<file path="src/dcg_pkg.sv">
// Package of constants for the clock generator block
package dcg_pkg;
  // ==========================================================
  // Mode pin encodings, sampled at reset release
  localparam logic [2:0] MODE_PINS_DIV2_A = 3'h0;
  localparam logic [2:0] MODE_PINS_DIV2_B = 3'h7;
  localparam logic [2:0] MODE_PINS_DIV4 = 3'h5;
  // ==========================================================
  // Source selection
  typedef enum logic [1:0] {
    DCG_SRC_DIV2 = 2'h0,
    DCG_SRC_DIV4 = 2'h1,
    DCG_SRC_PLL = 2'h3
  } dcg_src_e;
  // ==========================================================
  // Lock state machine, one bit changes per step except LOCKED to BYPASS
  typedef enum logic [1:0] {
    DCG_ST_BYPASS = 2'h0,
    DCG_ST_RELOCK = 2'h1,
    DCG_ST_LOCKED = 2'h3
  } dcg_state_e;
  // ==========================================================
  // Clock mode register layout: [7:4] integer, [3:2] quarter, [1] pll enable,
  // [0] divide-by-four when bypassed
  localparam int MODE_W = 8;
  localparam int MUL_INT_LSB = 4;
  localparam int MUL_FRAC_LSB = 2;
  localparam int PLL_EN_BIT = 1;
  localparam int DIV4_BIT = 0;
  localparam logic [MODE_W-1:0] MODE_RESET = 8'h00;
  localparam logic [3:0] MUL_INT_MIN = 4'h1;
  // Quarter steps: multiplier in quarters is 4*int + frac, frac in 0..3
  localparam int MUL_Q_W = 6;
  localparam int ACC_W = 8;
  // ==========================================================
  // Output divide field
  localparam logic [1:0] DIVF_NONE = 2'h0;
  localparam logic [1:0] DIVF_BY2 = 2'h1;
  localparam logic [1:0] DIVF_BY4 = 2'h3;
  localparam logic [1:0] DIVF_RESET = DIVF_BY4;
  // ==========================================================
  // Lock time
  localparam int CLK_MHZ = 100;
  localparam int LOCK_TIME_US = 30;
  localparam int LOCK_CYCLES = LOCK_TIME_US * CLK_MHZ;
  localparam int LOCK_CNT_W = 13;
endpackage

</file>
<file path="src/dcg_ref_div.sv">
// Fixed divide-by-two or divide-by-four tick generator
`timescale 1ns/1ps
`default_nettype none
module dcg_ref_div (
  // Clock and reset
  input wire logic clk_i,
  input wire logic rstn_i,
  // Reference edge strobe, one cycle per reference period
  input wire logic ref_tick_i,
  // Control
  input wire logic div4_i,
  // Tick out
  output logic tick_o
);
  logic [1:0] cnt_r;
  logic [1:0] cnt_nxt;
  logic last;
  // Counts reference edges, not system clocks: wrap at 1 for halving, at 3 for quartering
  assign last = div4_i ? (cnt_r == 2'h3) : cnt_r[0];
  assign cnt_nxt = !ref_tick_i ? cnt_r : (last ? 2'h0 : cnt_r + 2'h1);
  assign tick_o = ref_tick_i & last;
  // Purely synchronous, so a stalled reference just holds state
  always_ff @(posedge clk_i or negedge rstn_i) begin
    if (!rstn_i) begin
      cnt_r <= 2'h0;
    end else begin
      cnt_r <= cnt_nxt;
    end
  end
endmodule
`default_nettype wire

</file>
<file path="src/dcg_out_div.sv">
// Machine clock output divider, divides machine ticks by 1, 2 or 4
`timescale 1ns/1ps
`default_nettype none
module dcg_out_div (
  // Clock and reset
  input wire logic clk_i,
  input wire logic rstn_i,
  // Machine tick and divide field
  input wire logic tick_i,
  input wire logic [1:0] divf_i,
  // Output clock level
  output logic clk_out_o
);
  logic [1:0] cnt_r;
  logic out_r;
  logic wrap;
  // Toggle point: every tick undivided, else at end of half period
  assign wrap = (divf_i == dcg_pkg::DIVF_NONE) ? 1'b1 :
                (divf_i == dcg_pkg::DIVF_BY2) ? 1'b1 : (cnt_r[0] == 1'b1);
  assign clk_out_o = out_r;
  // Undivided tracks tick level; divided toggles on ticks
  always_ff @(posedge clk_i or negedge rstn_i) begin
    if (!rstn_i) begin
      cnt_r <= 2'h0;
      out_r <= 1'b0;
    end else if (divf_i == dcg_pkg::DIVF_NONE) begin
      out_r <= tick_i;
      cnt_r <= 2'h0;
    end else if (tick_i) begin
      cnt_r <= wrap ? 2'h0 : cnt_r + 2'h1;
      if (wrap) begin
        out_r <= ~out_r;
      end
    end
  end
endmodule
`default_nettype wire

</file>
<file path="src/dcg_top.sv">
// Clock generator: mode strap capture, divide/multiply tick generation, lock timing
// ==========================================================
`timescale 1ns/1ps
`default_nettype none
module dcg_top #(
  parameter int LOCK_CYCLES = dcg_pkg::LOCK_CYCLES
) (
  // Clock and reset
  input wire logic clk_i,
  input wire logic rstn_i,
  // Reference edge strobe (one cycle per reference period)
  input wire logic ref_tick_i,
  // Startup mode pins
  input wire logic mode_select_pin_one_i,
  input wire logic mode_select_pin_two_i,
  input wire logic mode_select_pin_three_i,
  // Clock mode register write port
  input wire logic clock_mode_register_we_i,
  input wire logic [dcg_pkg::MODE_W-1:0] clock_mode_register_wdata_i,
  // Output divide field write port
  input wire logic output_clock_divide_field_we_i,
  input wire logic [1:0] output_clock_divide_field_wdata_i,
  // Status and clocks
  output logic [dcg_pkg::MODE_W-1:0] clock_mode_register_o,
  output logic [1:0] output_clock_divide_field_o,
  output logic oscillator_enable_o,
  output logic pll_locked_o,
  output logic machine_tick_o,
  output logic machine_clock_output_o
);
  // ==========================================================
  // Strap capture
  logic strap_done_r;
  logic osc_en_r;
  logic [dcg_pkg::MODE_W-1:0] mode_r;
  logic [dcg_pkg::MODE_W-1:0] mode_nxt;
  logic [1:0] divf_r;
  logic [2:0] pins;
  logic pins_div4;
  logic pins_crystal;

  assign pins = {mode_select_pin_one_i, mode_select_pin_two_i, mode_select_pin_three_i};
  assign pins_div4 = (pins == dcg_pkg::MODE_PINS_DIV4);
  // Only the divide-by-two straps run from the oscillator here; others inject a reference
  assign pins_crystal = (pins == dcg_pkg::MODE_PINS_DIV2_A) ||
                        (pins == dcg_pkg::MODE_PINS_DIV2_B);

  // Startup mode: straps put into bypass, PLL off
  assign mode_nxt = clock_mode_register_we_i ? clock_mode_register_wdata_i :
                    !strap_done_r ? {{(dcg_pkg::MODE_W-1){1'b0}}, pins_div4} : mode_r;

  // Straps latched at first clock after reset release, never under reset
  always_ff @(posedge clk_i or negedge rstn_i) begin
    if (!rstn_i) begin
      strap_done_r <= 1'b0;
      osc_en_r <= 1'b0;
      mode_r <= dcg_pkg::MODE_RESET;
    end else begin
      strap_done_r <= 1'b1;
      if (!strap_done_r) begin
        osc_en_r <= pins_crystal;
      end
      mode_r <= mode_nxt;
    end
  end

  // Output divide field
  always_ff @(posedge clk_i or negedge rstn_i) begin
    if (!rstn_i) begin
      divf_r <= dcg_pkg::DIVF_RESET;
    end else if (output_clock_divide_field_we_i) begin
      divf_r <= output_clock_divide_field_wdata_i;
    end
  end

  // ==========================================================
  // Mode decode
  logic pll_en;
  logic [3:0] mul_int;
  logic [1:0] mul_frac;
  logic [dcg_pkg::MUL_Q_W-1:0] mul_q;

  assign pll_en = mode_r[dcg_pkg::PLL_EN_BIT];
  assign mul_int = mode_r[dcg_pkg::MUL_INT_LSB +: 4];
  assign mul_frac = mode_r[dcg_pkg::MUL_FRAC_LSB +: 2];
  // Integer 0 is clamped to 1 so the loop always produces ticks
  assign mul_q = {((mul_int < dcg_pkg::MUL_INT_MIN) ? dcg_pkg::MUL_INT_MIN : mul_int),
                  mul_frac};

  // ==========================================================
  // Lock state machine
  dcg_pkg::dcg_state_e state_r;
  dcg_pkg::dcg_state_e state_nxt;
  logic [dcg_pkg::LOCK_CNT_W-1:0] lock_cnt_r;
  logic [dcg_pkg::LOCK_CNT_W-1:0] lock_cnt_nxt;
  logic lock_done;

  assign lock_done = (lock_cnt_r >= dcg_pkg::LOCK_CNT_W'(LOCK_CYCLES - 1));

  // A factor change while locked restarts the lock wait
  always_comb begin
    state_nxt = state_r;
    lock_cnt_nxt = lock_cnt_r;
    case (state_r)
      dcg_pkg::DCG_ST_BYPASS: begin
        lock_cnt_nxt = '0;
        if (pll_en) begin
          state_nxt = dcg_pkg::DCG_ST_RELOCK;
        end
      end
      dcg_pkg::DCG_ST_RELOCK: begin
        lock_cnt_nxt = lock_cnt_r + 1'b1;
        if (!pll_en) begin
          state_nxt = dcg_pkg::DCG_ST_BYPASS;
        end else if (clock_mode_register_we_i) begin
          lock_cnt_nxt = '0;
        end else if (lock_done) begin
          state_nxt = dcg_pkg::DCG_ST_LOCKED;
        end
      end
      dcg_pkg::DCG_ST_LOCKED: begin
        lock_cnt_nxt = '0;
        if (!pll_en) begin
          state_nxt = dcg_pkg::DCG_ST_BYPASS;
        end else if (clock_mode_register_we_i) begin
          state_nxt = dcg_pkg::DCG_ST_RELOCK;
        end
      end
      default: begin
        state_nxt = dcg_pkg::DCG_ST_BYPASS;
        lock_cnt_nxt = '0;
      end
    endcase
  end

  always_ff @(posedge clk_i or negedge rstn_i) begin
    if (!rstn_i) begin
      state_r <= dcg_pkg::DCG_ST_BYPASS;
      lock_cnt_r <= '0;
    end else begin
      state_r <= state_nxt;
      lock_cnt_r <= lock_cnt_nxt;
    end
  end

  // ==========================================================
  // Multiply: fractional-N accumulator adds quarters per reference tick,
  // emits one machine tick per 4 quarters, at most one per clock
  logic [dcg_pkg::ACC_W-1:0] acc_r;
  logic [dcg_pkg::ACC_W-1:0] acc_add;
  logic pll_tick;

  assign acc_add = acc_r + (ref_tick_i ? dcg_pkg::ACC_W'(mul_q) : '0);
  assign pll_tick = (acc_add >= dcg_pkg::ACC_W'(4));

  // Accumulator grows only with reference ticks; a stopped reference lets it drain by 4 per clock to below 4, then freezes it
  always_ff @(posedge clk_i or negedge rstn_i) begin
    if (!rstn_i) begin
      acc_r <= '0;
    end else if (state_r == dcg_pkg::DCG_ST_BYPASS) begin
      acc_r <= '0;
    end else begin
      acc_r <= pll_tick ? acc_add - dcg_pkg::ACC_W'(4) : acc_add;
    end
  end

  // ==========================================================
  // Divide: count reference ticks
  logic div_tick;
  logic ref_div_tick;
  logic div4_sel;

  assign div4_sel = mode_r[dcg_pkg::DIV4_BIT];

  dcg_ref_div u_ref_div (
    .clk_i(clk_i),
    .rstn_i(rstn_i),
    .ref_tick_i(ref_tick_i),
    .div4_i(div4_sel),
    .tick_o(ref_div_tick)
  );
  // Divider counter steps only on reference edges, so its tick is already qualified
  assign div_tick = ref_div_tick;

  // ==========================================================
  // Machine tick select, held off while the loop relocks
  logic mtick;
  assign mtick = pll_en ? (pll_tick && (state_r == dcg_pkg::DCG_ST_LOCKED)) : div_tick;

  logic mtick_r;
  always_ff @(posedge clk_i or negedge rstn_i) begin
    if (!rstn_i) begin
      mtick_r <= 1'b0;
    end else begin
      mtick_r <= mtick;
    end
  end

  dcg_out_div u_out_div (
    .clk_i(clk_i),
    .rstn_i(rstn_i),
    .tick_i(mtick_r),
    .divf_i(divf_r),
    .clk_out_o(machine_clock_output_o)
  );

  // ==========================================================
  // Status outputs
  assign clock_mode_register_o = mode_r;
  assign output_clock_divide_field_o = divf_r;
  assign oscillator_enable_o = osc_en_r;
  assign pll_locked_o = (state_r == dcg_pkg::DCG_ST_LOCKED);
  assign machine_tick_o = mtick_r;
endmodule
`default_nettype wire

</file>
<file path="config.mk">
export PLATFORM = sky130hd
export DESIGN_NAME = dcg_top
export DESIGN_NICKNAME = d
export VERILOG_FILES = /design/src/dcg_pkg.sv /design/src/dcg_ref_div.sv /design/src/dcg_out_div.sv /design/src/dcg_top.sv
export SDC_FILE = /design/constraint.sdc
export NUM_CORES = 1
export LEC_CHECK = 0
export ABC_AREA = 1
export BUFFER_PORTS_ARGS = -buffer_cell sky130_fd_sc_hd__buf_2
export CORE_MARGIN = 2
export CORE_UTILIZATION = 40
export CTS_BUF_LIST = sky130_fd_sc_hd__clkbuf_4 sky130_fd_sc_hd__clkbuf_8 sky130_fd_sc_hd__clkbuf_16
export DETAILED_ROUTE_END_ITERATION = 8
export PLACE_DENSITY = 0.58
export SYNTH_ARGS = -nofsm -noshare
export SYNTH_HDL_FRONTEND = slang
export SYNTH_SLANG_ARGS = --single-unit
</file>
<file path="constraint.sdc">
create_clock -name clk_i -period 2.6 [get_ports clk_i]
set_clock_uncertainty 0.05 [all_clocks]
set_input_delay 0.52 -clock clk_i [delete_from_list [all_inputs] [get_ports clk_i]]
set_output_delay 0.52 -clock clk_i [all_outputs]
set_load 0.05 [all_outputs]
</file>
== After elaboration in Yosys (flattened, before gate mapping) ==
Cells that the tools add are included.

* Register bits: 41
* Input bits: 18
* Output and inout bits: 14
* Logic and storage cells: 68

* Add/sub/neg operators: 5
* Magnitude comparators: 3
* Eq/ne operators: 11
* Mux-type cells: 27
* Bitwise operators: 2
* Reduce and logical (&&, ||, !) cells: 9

{| class="wikitable"
|+ Operator list
! operator !! number
|-
| 13-bit two-way mux || 3
|-
| 8-bit two-way mux || 4
|-
| 2-bit two-way mux || 10
|-
| 13-bit by 1-bit adder with 13-bit output, second input constant || 1
|-
| 13-bit by 12-bit greater-or-equal comparator with 1-bit output, second input constant || 1
|-
| 3-bit != test, second input constant || 3
|-
| 8-bit by 6-bit adder with 8-bit output || 1
|-
| 8-bit by 3-bit greater-or-equal comparator with 1-bit output, second input constant || 1
|-
| 8-bit by 3-bit subtractor with 8-bit output, second input constant || 1
|-
| 1-bit two-way mux || 7
|-
| 3-bit == test, second input constant || 2
|-
| 6-bit two-way mux || 1
|-
| 2-bit case mux with 3 select lines || 1
|-
| 2-bit by 1-bit adder with 2-bit output, second input constant || 2
|-
| 2-bit by 1-bit == test with 1-bit output, second input constant || 2
|-
| 2-bit == test, second input constant || 2
|-
| 2-bit zero test || 2
|-
| 4-bit by 1-bit less-than comparator with 1-bit output, second input constant || 1
|-
| 4-bit two-way mux || 1
|-
| 2-bit != test, second input constant || 2
|-
| 4-bit AND reduction || 1
|-
| 2-bit nonzero test || 2
|-
| 3-bit zero test || 1
|-
| 2-bit AND reduction || 1
|-
| other kinds (4) || 4
|}

== Depth between registers and ports, before layout ==
* Depth after elaboration: 7
* Mapped depth: 18
* Mapped depth without buffers: 18

== Hierarchy ==
From an unflattened synthesis, not the netlist that was laid out.

* Cell total of the unflattened synthesis: 301
* Area total of the unflattened synthesis: 2337.2 um2

{| class="wikitable"
|+ By module, submodules not included
! module !! instances !! cells each !! area each (um2) !! sequential area each (um2)
|-
| dcg_top || 1 || 266 || 2095.8 || 903.4
|-
| dcg_out_div || 1 || 19 || 121.4 || 50.0
|-
| dcg_ref_div || 1 || 16 || 120.1 || 50.0
|}

== Least setup slack after synthesis ==
OpenSTA, ideal clock, no wires.

* Path type: input port to flip-flop
* Start point: in ref_tick_i
* End point: reg acc_r[5] (netlist name)
* Setup time: 0.134 ns
* Arrival time: 2.461 ns
* Data required time: 2.416 ns
* Path slack: -0.045 ns
* Stages: 14
* Path buffers: 1
* Path through: clkbuf_1 -> nand2_1 -> inv_1 -> ha_1 -> inv_1 -> fa_1 -> xor2_1 -> inv_1 -> ha_1 -> nand3_1 -> nor2_1 -> a21oi_2 -> nand2_4 -> nor3b_2

* Cells in the longest elaborated chain, start to end: 5
* Elaborated cells between the ends (all ways): 6
* Classes of those cells: add/sub: 2; order compare: 1; mux: 3

{| class="wikitable"
|+ Ends and longest elaborated chain
! what !! line !! text
|-
| from (decl) || dcg_top.sv:12 || <nowiki>input wire logic ref_tick_i,</nowiki>
|-
| 6-bit two-way mux * || dcg_top.sv:153 || <nowiki>assign acc_add = acc_r + (ref_tick_i ? dcg_pkg::ACC_W'(mul_q) : '0);</nowiki>
|-
| 8-bit by 6-bit adder with 8-bit output * || dcg_top.sv:153 ||
|-
| 8-bit by 3-bit subtractor with 8-bit output or 8-bit by 3-bit greater-or-equal comparator with 1-bit output (tied branches) || dcg_top.sv:163, dcg_top.sv:154 ||
|-
| 8-bit two-way mux * || dcg_top.sv:163 || <nowiki>acc_r <= pll_tick ? acc_add - dcg_pkg::ACC_W'(4) : acc_add;</nowiki>
|-
| 8-bit two-way mux * || dcg_top.sv:160 || <nowiki>end else if (state_r == dcg_pkg::DCG_ST_BYPASS) begin</nowiki>
|-
| to (signal assigned) || dcg_top.sv:163 ||
|-
| to (decl) || dcg_top.sv:149 || <nowiki>logic [dcg_pkg::ACC_W-1:0] acc_r;</nowiki>
|}

Mark *: on every way between the ends. The rest lies on a longest branch, timed or not.
A chain may end at the register's enable or synchronous reset.

== Final worst setup path ==
* Start point: reg mode_r, in the netlist clock_mode_register_o[6]
* End point: reg acc_r[2] (netlist name)

* Cells in the longest elaborated chain, start to end: 7
* Elaborated cells between the ends (all ways): 8
* Classes of those cells: add/sub: 2; order compare: 2; mux: 4

{| class="wikitable"
|+ Ends and longest elaborated chain
! what !! line !! text
|-
| from (decl) || dcg_top.sv:35 || <nowiki>logic [dcg_pkg::MODE_W-1:0] mode_r;</nowiki>
|-
| from (signal assigned) || dcg_top.sv:57 || <nowiki>mode_r <= dcg_pkg::MODE_RESET;</nowiki>
|-
| from (signal assigned) || dcg_top.sv:63 || <nowiki>mode_r <= mode_nxt;</nowiki>
|-
| 4-bit by 1-bit less-than comparator with 1-bit output || dcg_top.sv:87 || <nowiki>assign mul_q = {((mul_int < dcg_pkg::MUL_INT_MIN) ? dcg_pkg::MUL_INT_MIN : mul_int),</nowiki>
|-
| 4-bit two-way mux * || dcg_top.sv:87 ||
|-
| 6-bit two-way mux * || dcg_top.sv:153 ||
|-
| 8-bit by 6-bit adder with 8-bit output * || dcg_top.sv:153 ||
|-
| 8-bit by 3-bit subtractor with 8-bit output or 8-bit by 3-bit greater-or-equal comparator with 1-bit output (tied branches) || dcg_top.sv:163, dcg_top.sv:154 ||
|-
| 8-bit two-way mux * || dcg_top.sv:163 ||
|-
| 8-bit two-way mux * || dcg_top.sv:160 ||
|}

Marks and branches as above.

==> impl_metrics.tcl <==
set metrics [dict create \
    synth_edf_count 0 \
    seq_area_frac_synth_pct 44.4 \
    multi_input_area_sq_um 1040 \
    wl_met3_um 115 \
    crit_top_cell "nand2_1" \
    synth_top_family_by_area "simple AND/OR/NAND/NOR gates" \
    grt_pass1_wl_um 7730 \
    max_freq_mhz 417 \
    cts.path.max_buffers 2 \
    regArea_sq_um 1000 \
    holdWs_ns 0.0345 \
    synth_most_common_cell "nand2_1" \
    p_total_uw 2080 \
    first_iter_violations 83 \
    synth_common_cells "nand2_1, inv_1, dfrtp_1" \
    core_area_sq_um 5470 \
    hp-class "primary input to asynchronous set/reset pin" \
    synth_compound_area_share_pct 10.6 \
    cts_max_level 2 \
    antenna_found_initial 0 \
    fillers 583 \
    clk_latency_ns 0.29 \
    power_density_nw_per_um2 785 \
    cts_buffers 5 \
    start_util_pct 41.3 \
    grt_max_degree 31 \
    synth_cell_types 38 \
    synth.area.mux_share_pct 0.498 \
    ys_async_sr_fraction_pct 100 \
    dp.cells 395 \
    n_antenna_cell 0 \
    instances_no_fill 404 \
    finalSetupViolCount 0 \
    wl_per_cell_um 11.2 \
    gp_congestion 0.766 \
    grt_pass1_vias 1813 \
    via_per_inst 4.66 \
    slew_viol_final 0 \
    cts_hold_buf 0 \
    cp_max_fo 8 \
    cpPeakStageDelay_ns 0.40 \
    p_leak_uw 0.00141 \
    endpoint_kind "flop" \
    wl_um 4540 \
    design.final.nets 360 \
    syn_avg_cell_area_sq_um 7.85 \
    cp_data_required_time_ns 2.77 \
    path_cells "inv_1 > nand3_1 > a21boi_1 > ha_1 > inv_1 > nand2_1 > nand2_1 > nand2_1 > nand2_1 > ha_1 > inv_1 > nor2_4 > nand2_2 > nor2_4 > nand2_4 > nand2_1 > nand2_1 > nor2_1" \
    ys_seq_elements 40 \
    slowest_stage "dfrtp_1" \
    pin_count 32 \
    num_vias 1881 \
    synth_adder_area_share_pct 6.42 \
    synth_area_leaders "dfrtp_1, nand2_1, inv_1" \
    yosys.area_share.simple_pct 27.0 \
    syn_nets 317 \
    ant_nets 0 \
    crit_family "simple AND/OR/NAND/NOR gates" \
    firstDrtPassIters 4 \
    cts-root-buf "clkbuf_8" \
    outcome "finished clean" \
    dp_hpwl_um 3590 \
    rows 27 \
    period_needed_ns 2.40 \
    cp.arrival_ns 2.57 \
    syn_area_sq_um 2260 \
    yosys_warnings 0 \
    cp-start-kind "flop" \
    critPathBufInv 3 \
    synth-xor-area-share_pct 1.16 \
    rsz0062_at_grt "no" \
    dieWidth_um 79.2 \
    synth_flop_cell "dfrtp_1" \
    io_buffers 31 \
    max_cap_viol_count 0 \
    die_area_sq_um 6270 \
    post-synth-top-area-cell "dfrtp_1" \
    path_clk_slew_ns 0.08 \
    syn_inst 288 \
    route.met2.wl_um 2170 \
    drive_above_1_share_pct 19.9 \
    synth_top_area_share_pct 42.0 \
    finalHoldViolations 0 \
    drt-met1-wl_um 2200 \
    grt_overflow 0 \
    grtUsageTotal_pct 15.7 \
    die_h_um 79.2 \
    clock_sinks 40 \
    syn_to_final_growth_pct 17.3 \
    drcViolationCount 0 \
    critical_path_class "flop to flop" \
    routed.top_layer "met4" \
    post-route-period-util_pct 92.2 \
    cts_tree "built" \
    tns_ns 0 \
    vdd_ir_drop_max_mv 0.347 \
]
==> placed cells by master (no fill, tap or decap), drive strengths merged <==
cell     n
nand3   21
nand3b   1
a31oi    1
o21a     1
o22ai    2
nor2    29
o311ai   1
o21ai   18
a22o     2
ha      10
nor3b    2
a21boi   2
or2      1
a21oi   14
clkinv   3
conb     1
nand2   68
clkbuf   6
inv     54
fa       1
a221oi   1
xor2     3
dfstp    2
nand4    4
mux2     1
nor3     6
buf     39
dfrtp   38
==> final cells by class <==
| type | instances | area share, % |
|---|---|---|
| Multi-Input combinational cell | 190 | 39.4 |
| Sequential cell | 40 | 37.8 |
| Clock inverter | 2 | 0.377 |
| Tap cell | 72 | 3.40 |
| Timing Repair Buffer | 39 | 8.11 |
| Inverter | 55 | 7.78 |
| Clock buffer | 6 | 3.11 |
==> repair_timing <==
item,4_1_cts,5_1_grt
buffers inserted,0,1
endpoints found under the setup margin,0,5
hold endpoints to repair,0,0
gates resized for setup,0,2
==> where the power goes <==
group          switching, uW  leakage (uW)  total [uW]  internal, uW
Sequential              59.1      0.000523         782           723
Combinational            559      0.000837         872           313
Clock                    215     0.0000510         427           212
==> through the flow <==
stage / util (%) / instance area (sq um) / setup slack, ns
after floorplan: - / 2260 / 0.0485
after global placement: 46.5 / 2540 / 0.0464
final: 48.5 / 2650 / 0.203
after CTS: 48.2 / 2640 / 0.149
after global routing: 48.5 / 2650 / 0.00685
after detailed placement: 46.5 / 2540 / -0.0553
==> sequential cells by signal, indices dropped and copies added, names as in the netlist <==
name and cells:
lock_cnt_r 13, acc_r 8, clock_mode_register_o 8, output_clock_divide_field_o 2, state_r 2, u_ref_div.cnt_r 2
machine_tick_o 1, oscillator_enable_o 1, strap_done_r 1, u_out_div.clk_out_o 1, u_out_div.cnt_r 1
==> routing by layer <==
metal	track usage [%]	vias to the layer above
li1	-	998
met1	20.2	865
met2	26.2	14
met3	2.95	4
met4	5.69	0
met5	0	-
==> worst paths after layout <==
| path | start | end | slack [ns] | depth (start not counted) |
|---|---|---|---|---|
| min reg2reg | lock_cnt_r[0]$_DFF_PN0_ | lock_cnt_r[0]$_DFF_PN0_ | 0.41 | 1 |
| max reg2reg | clock_mode_register_o[6]$_DFFE_PN0P_ | acc_r[2]$_DFF_PN0_ | 0.20 | 18 |
| max in group asynchronous | rstn_i | output_clock_divide_field_o[1]$_DFFE_PN1P_ | 1.78 | 2 |
| min | rstn_i | lock_cnt_r[8]$_DFF_PN0_ | 0.03 | 1 |
| min in group clk_i | output_clock_divide_field_we_i | output_clock_divide_field_o[1]$_DFFE_PN1P_ | 0.37 | 2 |
| max | clock_mode_register_o[6]$_DFFE_PN0P_ | acc_r[2]$_DFF_PN0_ | 0.20 | 18 |
==> logic make-up (layout without fill, tap and decap cells) <==
family                     after synthesis  count (layout)
adders and majority gates               11              11
and+or+nand+nor                        132             132
xor gates and xnor gates                 3               3
muxes                                    1               1
other                                    1               1
buffers and inverters                   58             102
DFF                                     40              40
AOI/OAI and AO/OA                       42              42
Note: power is estimated with default switching activity, not from simulation.
